--- config.mk ---
export PLATFORM = sky130hd
export DESIGN_NAME = ddsc_top
export DESIGN_NICKNAME = d
export VERILOG_FILES = /design/src/ddsc_pkg.sv /design/src/ddsc_filter.sv /design/src/ddsc_top.sv
export SDC_FILE = /design/constraint.sdc
export NUM_CORES = 1
export LEC_CHECK = 0
export BUFFER_PORTS_ARGS = -buffer_cell sky130_fd_sc_hd__buf_4
export CAP_MARGIN = 20
export CORE_UTILIZATION = 57
export DETAILED_ROUTE_END_ITERATION = 12
export HOLD_SLACK_MARGIN = 0.02
export PLACE_DENSITY = 0.84
export SYNTH_ARGS = -nofsm -noshare
export SYNTH_HDL_FRONTEND = slang
export SYNTH_SLANG_ARGS = --single-unit
--- constraint.sdc ---
create_clock -name CLK -period 6.8 [get_ports CLK]
set_input_delay 0.34 -clock CLK [delete_from_list [all_inputs] [get_ports CLK]]
set_output_delay 0.34 -clock CLK [all_outputs]
set_load 0.02 [all_outputs]
--- src/ddsc_pkg.sv ---
package ddsc_pkg;
    // ****************************************
    // register map and field layout
    // ****************************************
    localparam logic [5:0] ADDR_OC_LOW   = 6'h10;
    localparam logic [5:0] ADDR_ULD_LOW  = 6'h11;
    localparam logic [5:0] ADDR_FAULT_HI = 6'h12;
    localparam logic [5:0] ADDR_CONFIG   = 6'h3f;
    localparam logic [15:0] RST_WORD     = 16'h0000;
    localparam int DRV_N      = 11;
    localparam int LOW_N      = 6;
    localparam int EC_IDX     = 10;
    localparam int LOW_TOP    = 15;
    localparam int HI_TOP     = 13;
    localparam int BIT_UV     = 3;
    localparam int BIT_OV     = 2;
    localparam int BIT_BELOW  = 1;
    localparam int BIT_ABOVE  = 0;
    localparam int CFG_BOOST  = 15;
    localparam int CFG_FINE   = 14;
    localparam int CFG_HS1    = 5;
    localparam int CFG_LS1    = 4;
    localparam int CFG_TW     = 3;
    localparam int CFG_GULD   = 1;
    // ****************************************
    // timing
    // ****************************************
    localparam int CLK_MHZ      = 10;
    localparam int EC_FILT_US   = 32;
    localparam int EC_FILT_CYC  = EC_FILT_US * CLK_MHZ;
    localparam int ULD_FILT_US  = 100;
    localparam int ULD_FILT_CYC = ULD_FILT_US * CLK_MHZ;
    localparam int RECOV_US     = 1000;
    localparam int RECOV_CYC    = RECOV_US * CLK_MHZ;

    typedef struct packed {
        logic boost_en;
        logic fine_res;
        logic hs1_mask;
        logic ls1_mask;
        logic tw_mask;
        logic uld_gmask;
    } ddsc_cfg_s;
endpackage

--- src/ddsc_filter.sv ---
`timescale 1ns/1ns
module ddsc_filter
    import ddsc_pkg::*;
#(
    parameter int CYC = 320
) (
    input  wire logic CLK,
    input  wire logic RST,
    input  wire logic LVL,
    output logic      Q
);
    localparam int CW = $clog2(CYC + 1);
    localparam logic [CW-1:0] LIM = CW'(CYC - 1);

    logic [CW-1:0] cnt;

    if (CYC < 1) begin : g_chk
        $error("filter length must be at least one cycle");
    end

    // qualified level only after CYC consecutive cycles high
    always_ff @(posedge CLK) begin
        if (RST || !LVL) begin
            cnt <= '0;
            Q   <= 1'b0;
        end else if (cnt == LIM) begin
            Q <= 1'b1;
        end else begin
            cnt <= cnt + 1'b1;
        end
    end
endmodule

--- src/ddsc_top.sv ---
// Notes on behaviour
// RULE1: word 11h holds six underload flags, outputs 1-6, D15..D10; rest zero.
// RULE2: read/clear flags return value then clear, unless condition still present.
// RULE3: underload checked only while on; set after low current lasts filter time.
// RULE4: any output underload also raises the global underload bit.
// RULE5: global underload mask suppresses global underload bit; per-output flags stay.
// RULE6: word 12h: OC/ULD pairs outputs 7-10 D13..D6, undervoltage D3, overvoltage D2.
// RULE7: mirror variant adds feedback OC D5, ULD D4, below D1, above D0.
// RULE8: overcurrent sets driver flag, switches it off, sets global fault bit.
// RULE9: recovery enabled: output re-enabled after the selected recovery delay.
// RULE10: recovery disabled: host clears flag and re-enables output itself.
// RULE11: undervoltage switches all outputs off at once and sets its flag.
// RULE12: overvoltage switches all outputs off at once and sets its flag.
// RULE13: latch bit clear: outputs return automatically once supply recovers.
// RULE14: latch bit set: host clears supply flag before outputs return.
// RULE15: mirror mode reports feedback deviation only after it persists filter time.
// RULE16: below/above code: 00 in range, 01 above, 10 below, 11 unused.
// RULE17: regulation flags do not latch; they follow the filtered comparators.
// RULE18: regulation flags never feed the global fault bit.
// RULE19: config 3Fh: boost D15, fine D14, masks D5 D4 D3 D1, reset zero.
// RULE20: boost enable and boost select together run PWM at higher frequencies.
// RULE21: fine resolution bit widens PWM duty from seven to nine bits.
// RULE22: thermal warning mask suppresses the global thermal warning bit.
// RULE23: unused bits read zero and ignore writes.
`timescale 1ns/1ns
module ddsc_top
    import ddsc_pkg::*;
#(
    parameter int RECOV_BASE_CYC = RECOV_CYC,
    parameter bit EC_OPTION      = 1'b1
) (
    input  wire logic             CLK,
    input  wire logic             RST,
    input  wire logic             RD_STB,
    input  wire logic             WR_STB,
    input  wire logic [5:0]       ADDR,
    input  wire logic [15:0]      WDATA,
    output logic      [15:0]      RDATA,
    input  wire logic [DRV_N-1:0] ON_REQ,
    input  wire logic [DRV_N-1:0] OC_DET,
    input  wire logic [DRV_N-1:0] UC_DET,
    input  wire logic             VS_UV_DET,
    input  wire logic             VS_OV_DET,
    input  wire logic             OC_RECOV_EN,
    input  wire logic [1:0]       RECOV_DELAY_SEL,
    input  wire logic             SUPPLY_LATCH,
    input  wire logic             EC_MODE,
    input  wire logic             EC_FB_LOW,
    input  wire logic             EC_FB_HIGH,
    input  wire logic             THERM_WARN_DET,
    input  wire logic             PWM_BOOST_SEL,
    output logic      [DRV_N-1:0] OUT_EN,
    output logic                  GLOBAL_ULD,
    output logic                  GLOBAL_FAULT,
    output logic                  THERMAL_WARNING,
    output logic                  PWM_BOOST_ACTIVE,
    output logic                  PWM_FINE_RES
);
    localparam int RCW = $clog2(RECOV_BASE_CYC * 8 + 1);
    localparam int SYN = 2 * DRV_N + 5;

    if (RECOV_BASE_CYC < 1) begin : g_chk
        $error("recovery base delay must be at least one cycle");
    end

    // ****************************************
    // input synchronisers
    // ****************************************
    logic [SYN-1:0]   sync_a, sync_b;
    logic [DRV_N-1:0] oc_s, uc_s;
    logic             uv_s, ov_s, lo_s, hi_s, tw_s;

    always_ff @(posedge CLK) begin
        if (RST) begin
            sync_a <= '0;
            sync_b <= '0;
        end else begin
            sync_a <= {OC_DET, UC_DET, VS_UV_DET, VS_OV_DET,
                       EC_FB_LOW, EC_FB_HIGH, THERM_WARN_DET};
            sync_b <= sync_a;
        end
    end

    // the feedback driver does not exist without the mirror option
    localparam logic [DRV_N-1:0] DRV_MASK =
        EC_OPTION ? {DRV_N{1'b1}} : {1'b0, {(DRV_N-1){1'b1}}};

    assign oc_s = sync_b[SYN-1 -: DRV_N] & DRV_MASK;
    assign uc_s = sync_b[SYN-1-DRV_N -: DRV_N] & DRV_MASK;
    assign uv_s = sync_b[4];
    assign ov_s = sync_b[3];
    assign lo_s = sync_b[2];
    assign hi_s = sync_b[1];
    assign tw_s = sync_b[0];

    // ****************************************
    // register port and clear-on-read
    // ****************************************
    ddsc_cfg_s        cfg;
    logic [DRV_N-1:0] oc_flag, uld_flag;
    logic             uv_flag, ov_flag, below, above;
    logic             rd_oc, rd_uld, rd_hi;
    logic [DRV_N-1:0] clr_oc, clr_uld;
    logic [15:0]      word_oc, word_uld, word_hi, word_cfg;

    assign rd_oc  = RD_STB && (ADDR == ADDR_OC_LOW);
    assign rd_uld = RD_STB && (ADDR == ADDR_ULD_LOW);
    assign rd_hi  = RD_STB && (ADDR == ADDR_FAULT_HI);
    assign clr_oc  = {{(DRV_N-LOW_N){rd_hi}}, {LOW_N{rd_oc}}};
    assign clr_uld = {{(DRV_N-LOW_N){rd_hi}}, {LOW_N{rd_uld}}};

    // flag i sits at bit top-i for the low group, pairs for the high group
    always_comb begin
        word_oc  = RST_WORD;
        word_uld = RST_WORD;
        word_hi  = RST_WORD;
        for (int i = 0; i < LOW_N; i++) begin
            word_oc[LOW_TOP-i]  = oc_flag[i];
            word_uld[LOW_TOP-i] = uld_flag[i];  // RULE1
        end
        for (int j = 0; j < DRV_N-LOW_N; j++) begin
            word_hi[HI_TOP-2*j]   = oc_flag[LOW_N+j];  // RULE6 RULE7
            word_hi[HI_TOP-2*j-1] = uld_flag[LOW_N+j];  // RULE6 RULE7
        end
        word_hi[BIT_UV]    = uv_flag;  // RULE6
        word_hi[BIT_OV]    = ov_flag;  // RULE6
        word_hi[BIT_BELOW] = below & EC_OPTION;  // RULE7
        word_hi[BIT_ABOVE] = above & EC_OPTION;  // RULE7
        word_cfg = RST_WORD;
        word_cfg[CFG_BOOST] = cfg.boost_en;
        word_cfg[CFG_FINE]  = cfg.fine_res;
        word_cfg[CFG_HS1]   = cfg.hs1_mask;
        word_cfg[CFG_LS1]   = cfg.ls1_mask;
        word_cfg[CFG_TW]    = cfg.tw_mask;
        word_cfg[CFG_GULD]  = cfg.uld_gmask;
    end

    // unmapped addresses read zero; reads capture before the clear lands
    always_ff @(posedge CLK) begin
        if (RST) begin
            RDATA <= RST_WORD;
        end else if (RD_STB) begin
            case (ADDR)
                ADDR_OC_LOW:   RDATA <= word_oc;
                ADDR_ULD_LOW:  RDATA <= word_uld;
                ADDR_FAULT_HI: RDATA <= word_hi;
                ADDR_CONFIG:   RDATA <= word_cfg;
                default:       RDATA <= RST_WORD;  // RULE23
            endcase
        end
    end

    // only the defined config bits store; others are dropped
    always_ff @(posedge CLK) begin
        if (RST) begin
            cfg <= '0;  // RULE19
        end else if (WR_STB && (ADDR == ADDR_CONFIG)) begin
            cfg.boost_en  <= WDATA[CFG_BOOST];  // RULE19 RULE23
            cfg.fine_res  <= WDATA[CFG_FINE];
            cfg.hs1_mask  <= WDATA[CFG_HS1];
            cfg.ls1_mask  <= WDATA[CFG_LS1];
            cfg.tw_mask   <= WDATA[CFG_TW];
            cfg.uld_gmask <= WDATA[CFG_GULD];
        end
    end

    // ****************************************
    // overcurrent and recovery
    // ****************************************
    function automatic logic [RCW-1:0] recov_lim(input logic [1:0] sel);
        logic [RCW-1:0] base;
        base = RCW'(RECOV_BASE_CYC);
        return (base << sel) - 1'b1;
    endfunction

    logic [DRV_N-1:0] oc_off;
    logic [RCW-1:0]   rcnt [DRV_N];

    always_ff @(posedge CLK) begin
        if (RST) begin
            oc_flag <= '0;
            oc_off  <= '0;
            for (int i = 0; i < DRV_N; i++) begin
                rcnt[i] <= '0;
            end
        end else begin
            // a live event wins over the clear of the same cycle
            oc_flag <= (oc_flag & ~clr_oc) | oc_s;  // RULE2 RULE8
            for (int i = 0; i < DRV_N; i++) begin
                if (oc_s[i]) begin
                    oc_off[i] <= 1'b1;  // RULE8
                    rcnt[i]   <= '0;
                end else if (oc_off[i] && OC_RECOV_EN) begin
                    if (rcnt[i] == recov_lim(RECOV_DELAY_SEL)) begin
                        oc_off[i] <= 1'b0;  // RULE9
                    end else begin
                        rcnt[i] <= rcnt[i] + 1'b1;
                    end
                end else if (oc_off[i] && !oc_flag[i] && !ON_REQ[i]) begin
                    // host must clear the flag and request the output anew
                    oc_off[i] <= 1'b0;  // RULE10
                end
            end
        end
    end

    // ****************************************
    // supply faults and output stage enables
    // ****************************************
    logic supply_block;

    assign supply_block = uv_s || ov_s ||
                          (SUPPLY_LATCH && (uv_flag || ov_flag));  // RULE13 RULE14

    always_ff @(posedge CLK) begin
        if (RST) begin
            uv_flag <= 1'b0;
            ov_flag <= 1'b0;
        end else begin
            uv_flag <= (uv_flag & ~rd_hi) | uv_s;  // RULE2 RULE11
            ov_flag <= (ov_flag & ~rd_hi) | ov_s;  // RULE2 RULE12
        end
    end

    always_ff @(posedge CLK) begin
        if (RST) begin
            OUT_EN <= '0;
        end else begin
            OUT_EN <= ON_REQ & DRV_MASK & ~oc_off & ~oc_s &
                      ~{DRV_N{supply_block}};  // RULE8 RULE11 RULE12
        end
    end

    // ****************************************
    // underload detection
    // ****************************************
    logic [DRV_N-1:0] uld_in, uld_q;

    always_comb begin
        uld_in = uc_s & OUT_EN;  // RULE3
        uld_in[0] = uld_in[0] & ~cfg.hs1_mask;
        uld_in[1] = uld_in[1] & ~cfg.ls1_mask;
    end

    for (genvar g = 0; g < DRV_N; g++) begin : g_uld
        ddsc_filter #(
            .CYC (ULD_FILT_CYC)
        ) u_filt (
            .CLK (CLK),
            .RST (RST),
            .LVL (uld_in[g]),
            .Q   (uld_q[g])
        );  // RULE3
    end

    always_ff @(posedge CLK) begin
        if (RST) begin
            uld_flag <= '0;
        end else begin
            uld_flag <= (uld_flag & ~clr_uld) | uld_q;  // RULE2 RULE3
        end
    end

    // ****************************************
    // mirror regulation monitor
    // ****************************************
    logic lo_in, hi_in;

    // below has priority so the unused code never shows
    assign lo_in = EC_OPTION && EC_MODE && lo_s;  // RULE16
    assign hi_in = EC_OPTION && EC_MODE && hi_s && !lo_s;  // RULE16

    ddsc_filter #(
        .CYC (EC_FILT_CYC)
    ) u_below (
        .CLK (CLK),
        .RST (RST),
        .LVL (lo_in),
        .Q   (below)
    );  // RULE15 RULE17

    ddsc_filter #(
        .CYC (EC_FILT_CYC)
    ) u_above (
        .CLK (CLK),
        .RST (RST),
        .LVL (hi_in),
        .Q   (above)
    );  // RULE15 RULE17

    // ****************************************
    // global bits and pwm options
    // ****************************************
    always_ff @(posedge CLK) begin
        if (RST) begin
            GLOBAL_ULD       <= 1'b0;
            GLOBAL_FAULT     <= 1'b0;
            THERMAL_WARNING  <= 1'b0;
            PWM_BOOST_ACTIVE <= 1'b0;
            PWM_FINE_RES     <= 1'b0;
        end else begin
            GLOBAL_ULD       <= (|uld_flag) && !cfg.uld_gmask;  // RULE4 RULE5
            // regulation flags deliberately left out of the fault sum
            GLOBAL_FAULT     <= (|oc_flag) || uv_flag || ov_flag;  // RULE8 RULE18
            THERMAL_WARNING  <= tw_s && !cfg.tw_mask;  // RULE22
            PWM_BOOST_ACTIVE <= cfg.boost_en && PWM_BOOST_SEL;  // RULE20
            PWM_FINE_RES     <= cfg.fine_res;  // RULE21
        end
    end
endmodule

## Word-level counts from Yosys, hierarchy flattened

Memories as Yosys holds them, arrays and structs flattened.
Cells that the tools add are included.

- Output and inout port bits: 32
- Flip-flop bits (word level): 268
- Word-level logic and storage cells: 447
- Bits in writable memories: 187
- Memories: 1

Memories:

| name | words | width | read ports | clocked after memory_dff | write ports | RTL line | text |
|---|---|---|---|---|---|---|---|
| rcnt | 11 | 17 | 11 | 0 | 11 | ddsc_top.sv:177 | `logic [RCW-1:0] rcnt [DRV_N];` |

- Shifts and indexed selects: 1
- Add/sub/neg operators: 25
- Bitwise gates (word level): 44
- Equal/unequal tests: 39
- Multiplexer cells: 157
- Reductions and logical operators: 124

Operator list:

| kind | count |
|---|---|
| $mux W17 | 22 |
| $add A17 B1 Y17 const B | 11 |
| $eq A17 B17 Y1 | 11 |
| $mux W1 | 134 |
| $add A10 B1 Y10 const B | 11 |
| $eq A10 B10 Y1 const B | 11 |
| $and A11 B11 Y11 | 6 |
| $pmux W16 S4 | 1 |
| $not A11 Y11 | 5 |
| $logic_and A1 B1 Y1 | 44 |
| $logic_not A1 Y1 | 38 |
| $ne A3 B2 Y1 const B | 11 |
| $reduce_bool A3 Y1 | 11 |
| $or A1 B1 Y1 | 24 |
| $or A11 B11 Y11 | 2 |
| $reduce_and A2 Y1 | 11 |
| $reduce_or A11 Y1 | 2 |
| $add A9 B1 Y9 const B | 2 |
| $eq A6 B5 Y1 const B | 3 |
| $eq A9 B9 Y1 const B | 2 |
| $logic_or A1 B1 Y1 | 18 |
| $shl A14 B2 Y17 const A | 1 |
| $sub A17 B1 Y17 const B | 1 |
| $eq A6 B6 Y1 const B | 1 |
| 2 further kinds | 7 |

## Longest topological paths before layout

Gate-level depths: netlist (run 1).

- Depth after elaboration: 9
- Gate-level depth with buffers: 12

## Modules after synthesis

Synthesis (run 1) repeated with hierarchy kept, for this count alone.

- Cell total of the unflattened synthesis: 2,363
- Area, all modules: 23,145.9 µm²

By module, submodules not included:

| module | instances | area an instance (µm²) | cells each |
|---|---|---|---|
| ddsc_top | 1 | 16,435.8 | 1,600 |
| ddsc_filter (g_uld[0].u_filt ...) | 11 | 521.8 | 59 |
| ddsc_filter (u_above ...) | 2 | 485.5 | 57 |

## Worst setup path after synthesis (run 1)

OpenSTA, ideal clock, no wires.

- Path type: input -> register
- Start: input RECOV_DELAY_SEL[1]
- End: memory rcnt[7][0] in the netlist's numbering (enable)
- Required time: 6.385 ns
- Slack: 3.559 ns
- Stages on the path: 9
- Arrival: 2.826 ns
- Cells stage by stage: buf_6 -> buf_2 -> inv_1 -> ha_1 -> buf_2 -> xor2_1 -> o2111ai_1 -> o41ai_2 -> o21ai_0

RTL lines:

| what | RTL line | text |
|---|---|---|
| from (decl) | ddsc_top.sv:45 | `input wire logic [1:0] RECOV_DELAY_SEL,` |
| to (decl) | ddsc_top.sv:177 |  |

==> metrics.yaml, run 1 <==
synth_cell_types: 66
tightest_slew_ns: 1.06
met3_length_um: 3220
r2r_cells: 5
slew_violations: 0
tns_ns: 0
p_clk_share_pct: 43.6
synthArstFlopShare_pct: 0
r2r-end: "rcnt[1][6]"
yosys_warnings: 0
critPathKind: "input port to flop"
rsz0062_at_grt: "no"
cts_resized: 0
avgSynthCellArea_um2: 9.84
die_area_mm2: 0.0383
wl_um: 48100
cts_root_buf: "clkbuf_16"
reg2reg_from: "rcnt[1][4]"
fp.dieW_um: 196
cell_internal_pwr_mw: 4.62
fillCellCount: 2705
cp.required_ns: 6.88
clock_skew_ns: 0.0191
grt_pass1_vias: 15800
clockBufferDepth: 3
pwr-share-comb_pct: 5.7
seq_area_frac_synth_pct: 51.3
start_util_pct: 58.1
yosys-top-cells-area: "edfxtp_1, dfxtp_1, xor2_1"
final_antenna_net_count: 0
port-buffer-count: 91
io_pins: 102
yosys.area.top_type_share_pct: 26.3
clock-sinks: 455
wire_per_inst_um: 17.3
area_growth_pct: 13.2
drc_errors: 0
ir_worst_vdd_mv: 0.202
holdCritPathClass: "input port to flop"
firstDrtPassIters: 5
m1WireLength_um: 19500
drv_cap: 0
grtUsageTotal_pct: 25.0
grt_pass1_wl_um: 77800
fin_crit_sh_pct: 49.1
place_ws_ns: 2.91
wl_met2_um: 23400
cts_max_level: 2
row_count: 70
clkLatencyLatePin_ns: 0.57
syn_nets: 2274
min_to: "cfg[1]"
worst-path-max-fanout: 29
topRoutingLayerUsed: "met4"
seq_area_mm2: 0.0110
hp-start: "WDATA[3]"
holdWs_ns: 0.0475
finalHoldViolations: 0
multi_input_area_mm2: 0.00989
die_h_um: 196
period_needed_ns: 3.34
sw_frac_of_total_pct: 23.3
nets: 2374
pwr-share-seq_pct: 50.6
p_per_area_mw_per_mm2: 249
clkSlewWorstSetupHoldPaths_ns: 0.06
synth_seq_cells: 455
dp_hpwl_um: 31500
maxSlewHeadroom_pct: 29.5
coreArea_mm2: 0.0368
power_mw: 6.02
place_congestion: 0.873
synth_ff_type: "dfxtp_1"
synth_top_area_cell: "edfxtp_1"
cp-end-kind: "flop"
synth_edf_count: 187
status: "complete, no violations"
fin_ws_ns: 3.46
cts_tree: "yes"
drive_gt1_share_pct: 9.26
grt_overflow_total: 0
p_switching_mw: 1.40
cts_made_buffers: 46
hold-path-cell-count: 3
worstPathArrival_ns: 3.42
p_leak_nw: 8.48
r2r_slack_ns: 3.98
vias_per_cell: 5.84
setup_violations: 0
syn_area_mm2: 0.0214
num_vias: 16200
syn_inst: 2174
cp-start-kind: "input port"
max_freq_mhz: 299
antenna_found_initial: 1
grt_max_degree: 69
drt_iter0_drc: 1158
==> cells by family (layout without fill, tap and decap cells) <==
logic type	Yosys count	in the layout	share of synthesized area [%]
adders and majority gates	30	30	1.76
and+or+nand+nor	1076	1076	25.4
DFF	455	455	51.3
muxes	23	23	1.10
buffers and inverters	107	245	2.43
xor gates and xnor gates	318	318	13.1
AOI/OAI and AO/OA	165	165	4.85
other	0	1	0
==> synthesized netlist by cell type, drive strengths merged, types with 3 or more instances <==
master / count
inv: 30
nand3: 156
a21oi: 73
or3: 30
and2: 8
a222oi: 3
nor2: 412
nand4b: 6
nand3b: 19
or3b: 11
and3: 40
a211oi: 7
clkbuf: 41
a22oi: 9
nand2b: 13
nor4: 17
a22o: 4
and4b: 5
xnor2: 139
nor3: 49
o211a: 4
o21ai: 31
or4b: 6
edfxtp: 187
mux2i: 19
nor2b: 75
xor2: 179
a21o: 3
o22ai: 4
nand4: 51
and3b: 4
nor3b: 10
o31a: 3
nand2: 117
or2: 6
and4: 22
mux2: 4
dfxtp: 268
ha: 30
o211ai: 5
buf: 36
nor4b: 18
a311o: 4
==> final cells by class <==
class,instances,share of cell area [%]
clock inverter,24,0.894
timing repair buffer,129,4.28
multi-input combinational,1612,40.8
inverter,30,0.465
sequential,455,45.4
tap,468,2.42
antenna,1,0.0103
clock buffer,62,5.74
==> power groups by stage <==
stage / Clock [mW] / Sequential, mW / Combinational [mW]
after floorplan: 0 / 3.08 / 0.225
after global placement: 0 / 3.10 / 0.316
after detailed placement: 0 / 3.10 / 0.327
after CTS: 2.66 / 3.05 / 0.344
after global routing: 2.77 / 3.06 / 0.375
final: 2.63 / 3.05 / 0.345
==> critical path, stage by stage <==
cell and delay (ns):
buf_4 0.25, inv_1 0.18, ha_1 0.56, buf_4 0.29, or3b_2 0.47, a222oi_1 0.35, nand4_1 0.22, nand3_1 0.14
nand3_1 0.60
==> metrics by stage <==
step,utilization [%],std cells,area [µm²]
2_1_floorplan,-,2174,21400
3_3_place_gp,60.7,2667,22300
3_5_place_dp,60.7,2667,22300
4_1_cts,65.8,2780,24200
5_1_grt,65.8,2781,24200
6_report,65.8,2781,24200
==> registers in the layout, summed over array words and instances (netlist names) <==
register / flops
rcnt: 187
g_uld.u_filt.cnt: 110
sync_a: 27
sync_b: 27
RDATA: 16
OUT_EN: 11
g_uld.u_filt.Q: 11
oc_flag: 11
oc_off: 11
uld_flag: 11
u_above.cnt: 9
u_below.cnt: 9
cfg: 6
GLOBAL_FAULT: 1
GLOBAL_ULD: 1
PWM_BOOST_ACTIVE: 1
PWM_FINE_RES: 1
THERMAL_WARNING: 1
ov_flag: 1
u_above.Q: 1
u_below.Q: 1
uv_flag: 1
==> per-layer routing <==
| metal | GRT usage [%] | vias to the layer above |
|---|---|---|
| met1 | 30.7 | 7784 |
| met4 | 10.8 | 0 |
| met5 | 0 | - |
| li1 | - | 7772 |
| met2 | 43.7 | 563 |
| met3 | 3.76 | 120 |
==> worst max path at each step <==
| stage | startpoint | endpoint | slack (ns) | cells after the start |
|---|---|---|---|---|
| 2_1_floorplan | RECOV_DELAY_SEL[1] | rcnt[7][0] | 3.56 | 9 |
| 3_3_place_gp | RECOV_DELAY_SEL[1] | rcnt[1][0] | 3.04 | 9 |
| 3_5_place_dp | RECOV_DELAY_SEL[1] | rcnt[1][0] | 2.91 | 9 |
| 4_1_cts | RECOV_DELAY_SEL[1] | rcnt[1][0] | 3.47 | 9 |
| 5_1_grt | RECOV_DELAY_SEL[1] | rcnt[1][5] | 3.27 | 9 |
| 6_report | RECOV_DELAY_SEL[1] | rcnt[1][6] | 3.46 | 9 |
==> cells in the final DEF (no fill, tap or decap), types with 6 or more instances in the layout <==
cell and n:
a211oi_1 7, xnor2_1 139, ha_1 30, nor4_1 15
or2_2 6, o21ai_0 26, a22oi_1 9, dfxtp_1 268
and3_1 40, nor2b_1 75, nand2b_1 13, nand4_1 48
inv_1 30, and4_1 22, nor3b_1 9, nand4b_1 6
xor2_1 178, or3_1 30, buf_4 102, nor2_1 412
nand3_1 153, clkbuf_16 52, and2_1 8, nand2_1 117
clkinv_2 10, nor3_1 49, edfxtp_1 187, or3b_2 8
a21oi_1 73, dlygate4sd3_1 27, or4b_1 6, mux2i_1 19
nor4b_1 18, nand3b_1 19
==> timing repair <==
item | CTS | global route
hold buffers | 27 | 0
endpoints found under the hold margin | 27 | 0
setup buffers | 0 | 0
Note: power is estimated with default switching activity, not from simulation.
==> run 2: changes to the inputs <==
ABC_AREA = 1   (was unset)
clock period = 3.3 ns   (was 6.8 ns; I/O delays follow)
==> run 2 against run 1 <==
Clock-buffer cell count is 1 lower. Combinational power grew to 2.5 times the previous value. Largest power group unchanged. Total power is 110% higher. Worst hold slack better by 0.011 ns. Area after synthesis is 4.6% higher. Largest cell class unchanged. Sequential share of layout area is 2.6 points lower. Sequential power is 100% higher. Synthesized cell count is 26% higher.
==> metrics.yaml, run 2 <==
ir_worst_vdd_mv: 0.462  # +130%
tns_ns: 0  # unchanged
cpMaxStageDelayCell: "buf_4"
cpMostUsedCell: "buf_4"
drc_errors: 0  # unchanged
p_leak_nw: 10.1  # +20%
yosys_warnings: 0  # unchanged
area_growth_pct: 14.9
finalHoldViolations: 0  # unchanged
place_ws_ns: 0.644  # -2.27 ns
drv_cap: 0  # unchanged
syn_nets: 2845  # +25%
drt_iter0_drc: 1494  # +29%
yosys-top-cells-area: "edfxtp_1, dfxtp_1, nand2_1"
crit_chain: "buf_4, inv_2, buf_4, ha_1, buf_4, inv_2, o21ai_0, nand2_1, nor2_1, nand3_2, o21ai_0, nand2_1, buf_4"
cp-start-kind: "input port"
synth_edf_count: 187  # unchanged
final_common_cell: "nand2_1"
syn_area_mm2: 0.0224  # +4.6%
critPathMaxStageDelay_ns: 0.27  # -0.33 ns
yosys.area.top_type_share_pct: 25.1  # -1.2 points
synthArstFlopShare_pct: 0  # unchanged
largest_register_ffs: 187  # unchanged
holdCritPathClass: "input port to flop"
regMostFlops: "rcnt"
avgSynthCellArea_um2: 8.15  # -17%
tightest_slew_ns: 0.823  # -0.235 ns
grtUsageTotal_pct: 26.8  # +1.8 points
vias_per_cell: 5.50  # -5.8%
port-buffer-count: 91  # unchanged
dp_hpwl_um: 36400  # +15%
place_congestion: 0.921  # +5.5%
mostFrequentLayoutCells: "nand2_1, nor2_1, inv_1, dfxtp_1, a21oi_1"
synth_top_area_cell: "edfxtp_1"
grt_max_degree: 61  # -12%
crit_family: "buffers and inverters"
cts_tree: "yes"
cts_post_setup_buffers_inserted: 0  # unchanged
holdWs_ns: 0.0581  # +0.0106 ns
synth_cell_types: 45  # -32%
period_needed_ns: 2.14
cp-end-kind: "flop"
die_area_mm2: 0.0400  # +4.5%
path_buf_inv: 6  # +3
firstDrtPassIters: 6  # +1
grt_pass1_wl_um: 86800  # +12%
critPathKind: "input port to flop"
final_antenna_net_count: 0  # unchanged
ys_top_cells_by_count: "nand2_1, nor2_1, inv_1"
io_pins: 102  # unchanged
slew_violations: 0  # unchanged
nets: 3013  # +27%
maxSlewHeadroom_pct: 44.7  # +15 points
cts_root_buf: "clkbuf_16"
worst-path-max-fanout: 17  # -41%
finish.utilization_pct: 66.5  # +0.68 points
top_regs: "rcnt: 187 flops, g_uld.u_filt.cnt: 110 flops"
clkLatencyLatePin_ns: 0.58  # about the same
drive_gt1_share_pct: 8.54  # -0.72 points
setup_violations: 0  # unchanged
row_count: 72  # +2.9%
start_util_pct: 57.9  # -0.26 points
clkSlewWorstSetupHoldPaths_ns: 0.06  # about the same
clockBufferDepth: 3  # unchanged
wl_um: 53600  # +11%
cts_max_level: 2  # unchanged
die_h_um: 200  # +2.2%
coreArea_mm2: 0.0386  # +5.1%
fin_ws_ns: 1.16  # -2.30 ns
wire_per_inst_um: 15.4  # -11%
rsz0062_at_grt: "no"
yosysMostFrequentCell: "nand2_1"
seq_area_frac_synth_pct: 49.1  # -2.3 points
worstPathArrival_ns: 2.45  # -0.97 ns
synth_seq_cells: 455  # unchanged
fp.dieW_um: 200  # +2.2%
cp.required_ns: 3.61  # -3.27 ns
num_vias: 19100  # +18%
grt_pass1_vias: 18400  # +17%
syn_inst: 2745  # +26%
clock-sinks: 455  # unchanged
grt_overflow_total: 0  # unchanged
cts_made_buffers: 46  # unchanged
clock_skew_ns: 0.0170  # -0.00206 ns
p_per_area_mw_per_mm2: 490  # +97%
synth_ff_type: "dfxtp_1"
status: "complete, no violations"
fin_crit_sh_pct: 64.8
cts_resized: 0  # unchanged
max_freq_mhz: 467
antenna_found_initial: 3  # +2
-- run 2: final timing paths --
| check | cells after the start | startpoint | slack, ns | to |
|---|---|---|---|---|
| worst min-delay path | 6 | ADDR[2] | 0.06 | RDATA[10] |
| worst min register to register | 2 | sync_a[26] | 0.40 | sync_b[26] |
| worst max-delay path | 13 | RECOV_DELAY_SEL[1] | 1.16 | rcnt[8][16] |
| worst max register to register | 8 | rcnt[10][0] | 1.24 | rcnt[10][12] |
-- run 2: per-layer routing --
metal,global-route usage [%],up-vias,wire length (µm)
met5,0,-,13
met4,12.8,2,2310
met3,4.50,196,3540
met2,46.0,696,26000
met1,32.7,8920,21700
li1,-,9275,-
-- run 2: logic make-up after synthesis --
| group | Yosys count | share of synthesized area [%] |
|---|---|---|
| xor gates and xnor gates | 218 | 8.54 |
| buffers and inverters | 439 | 7.95 |
| adders and majority gates | 30 | 1.68 |
| and+or+nand+nor | 1267 | 24.7 |
| AOI/OAI and AO/OA | 336 | 8.06 |
| DFF | 455 | 49.1 |
-- run 2: layout make-up --
type	count	area, µm²
Multi-Input combinational cell	1851	9610
Timing Repair Buffer	170	1390
Clock inverter	25	323
Antenna cell	2	5.00
Clock buffer	61	1280
Tap cell	518	648
Fill cell	2904	12900
Inverter	389	1460
Sequential cell	455	11000
-- run 2: report_power, final --
group	internal, mW	leakage (nW)	switching (mW)
registers	6.05	4.15	0.188
logic	0.343	5.21	0.525
clock network	3.23	0.790	2.27
total	9.62	10.1	2.98
-- run 2: timing repair --
| item | CTS | global route |
|---|---|---|
| hold buffers | 46 | 0 |
| hold endpoints to repair | 67 | 0 |
| setup endpoints to repair | 0 | 0 |
-- run 2: worst register-to-register path, delay by kind of cell, from the launching register on --
kind / cells / cell delay (ns)
AOI/OAI and AO/OA: 2 / 0.23
adders and majority gates: 1 / 0.18
buffers and inverters: 1 / 0.11
DFF: 1 / 0.38
and+or+nand+nor: 4 / 0.91
-- run 2: stage by stage --
stage	cells	instance area, µm²	power [mW]
finish	3471	25700	12.6
global route	3471	25700	13.0
CTS	3469	25700	12.6
detailed placement	3337	23600	7.15
global placement	3337	23600	7.12
floorplan	2745	22400	6.85
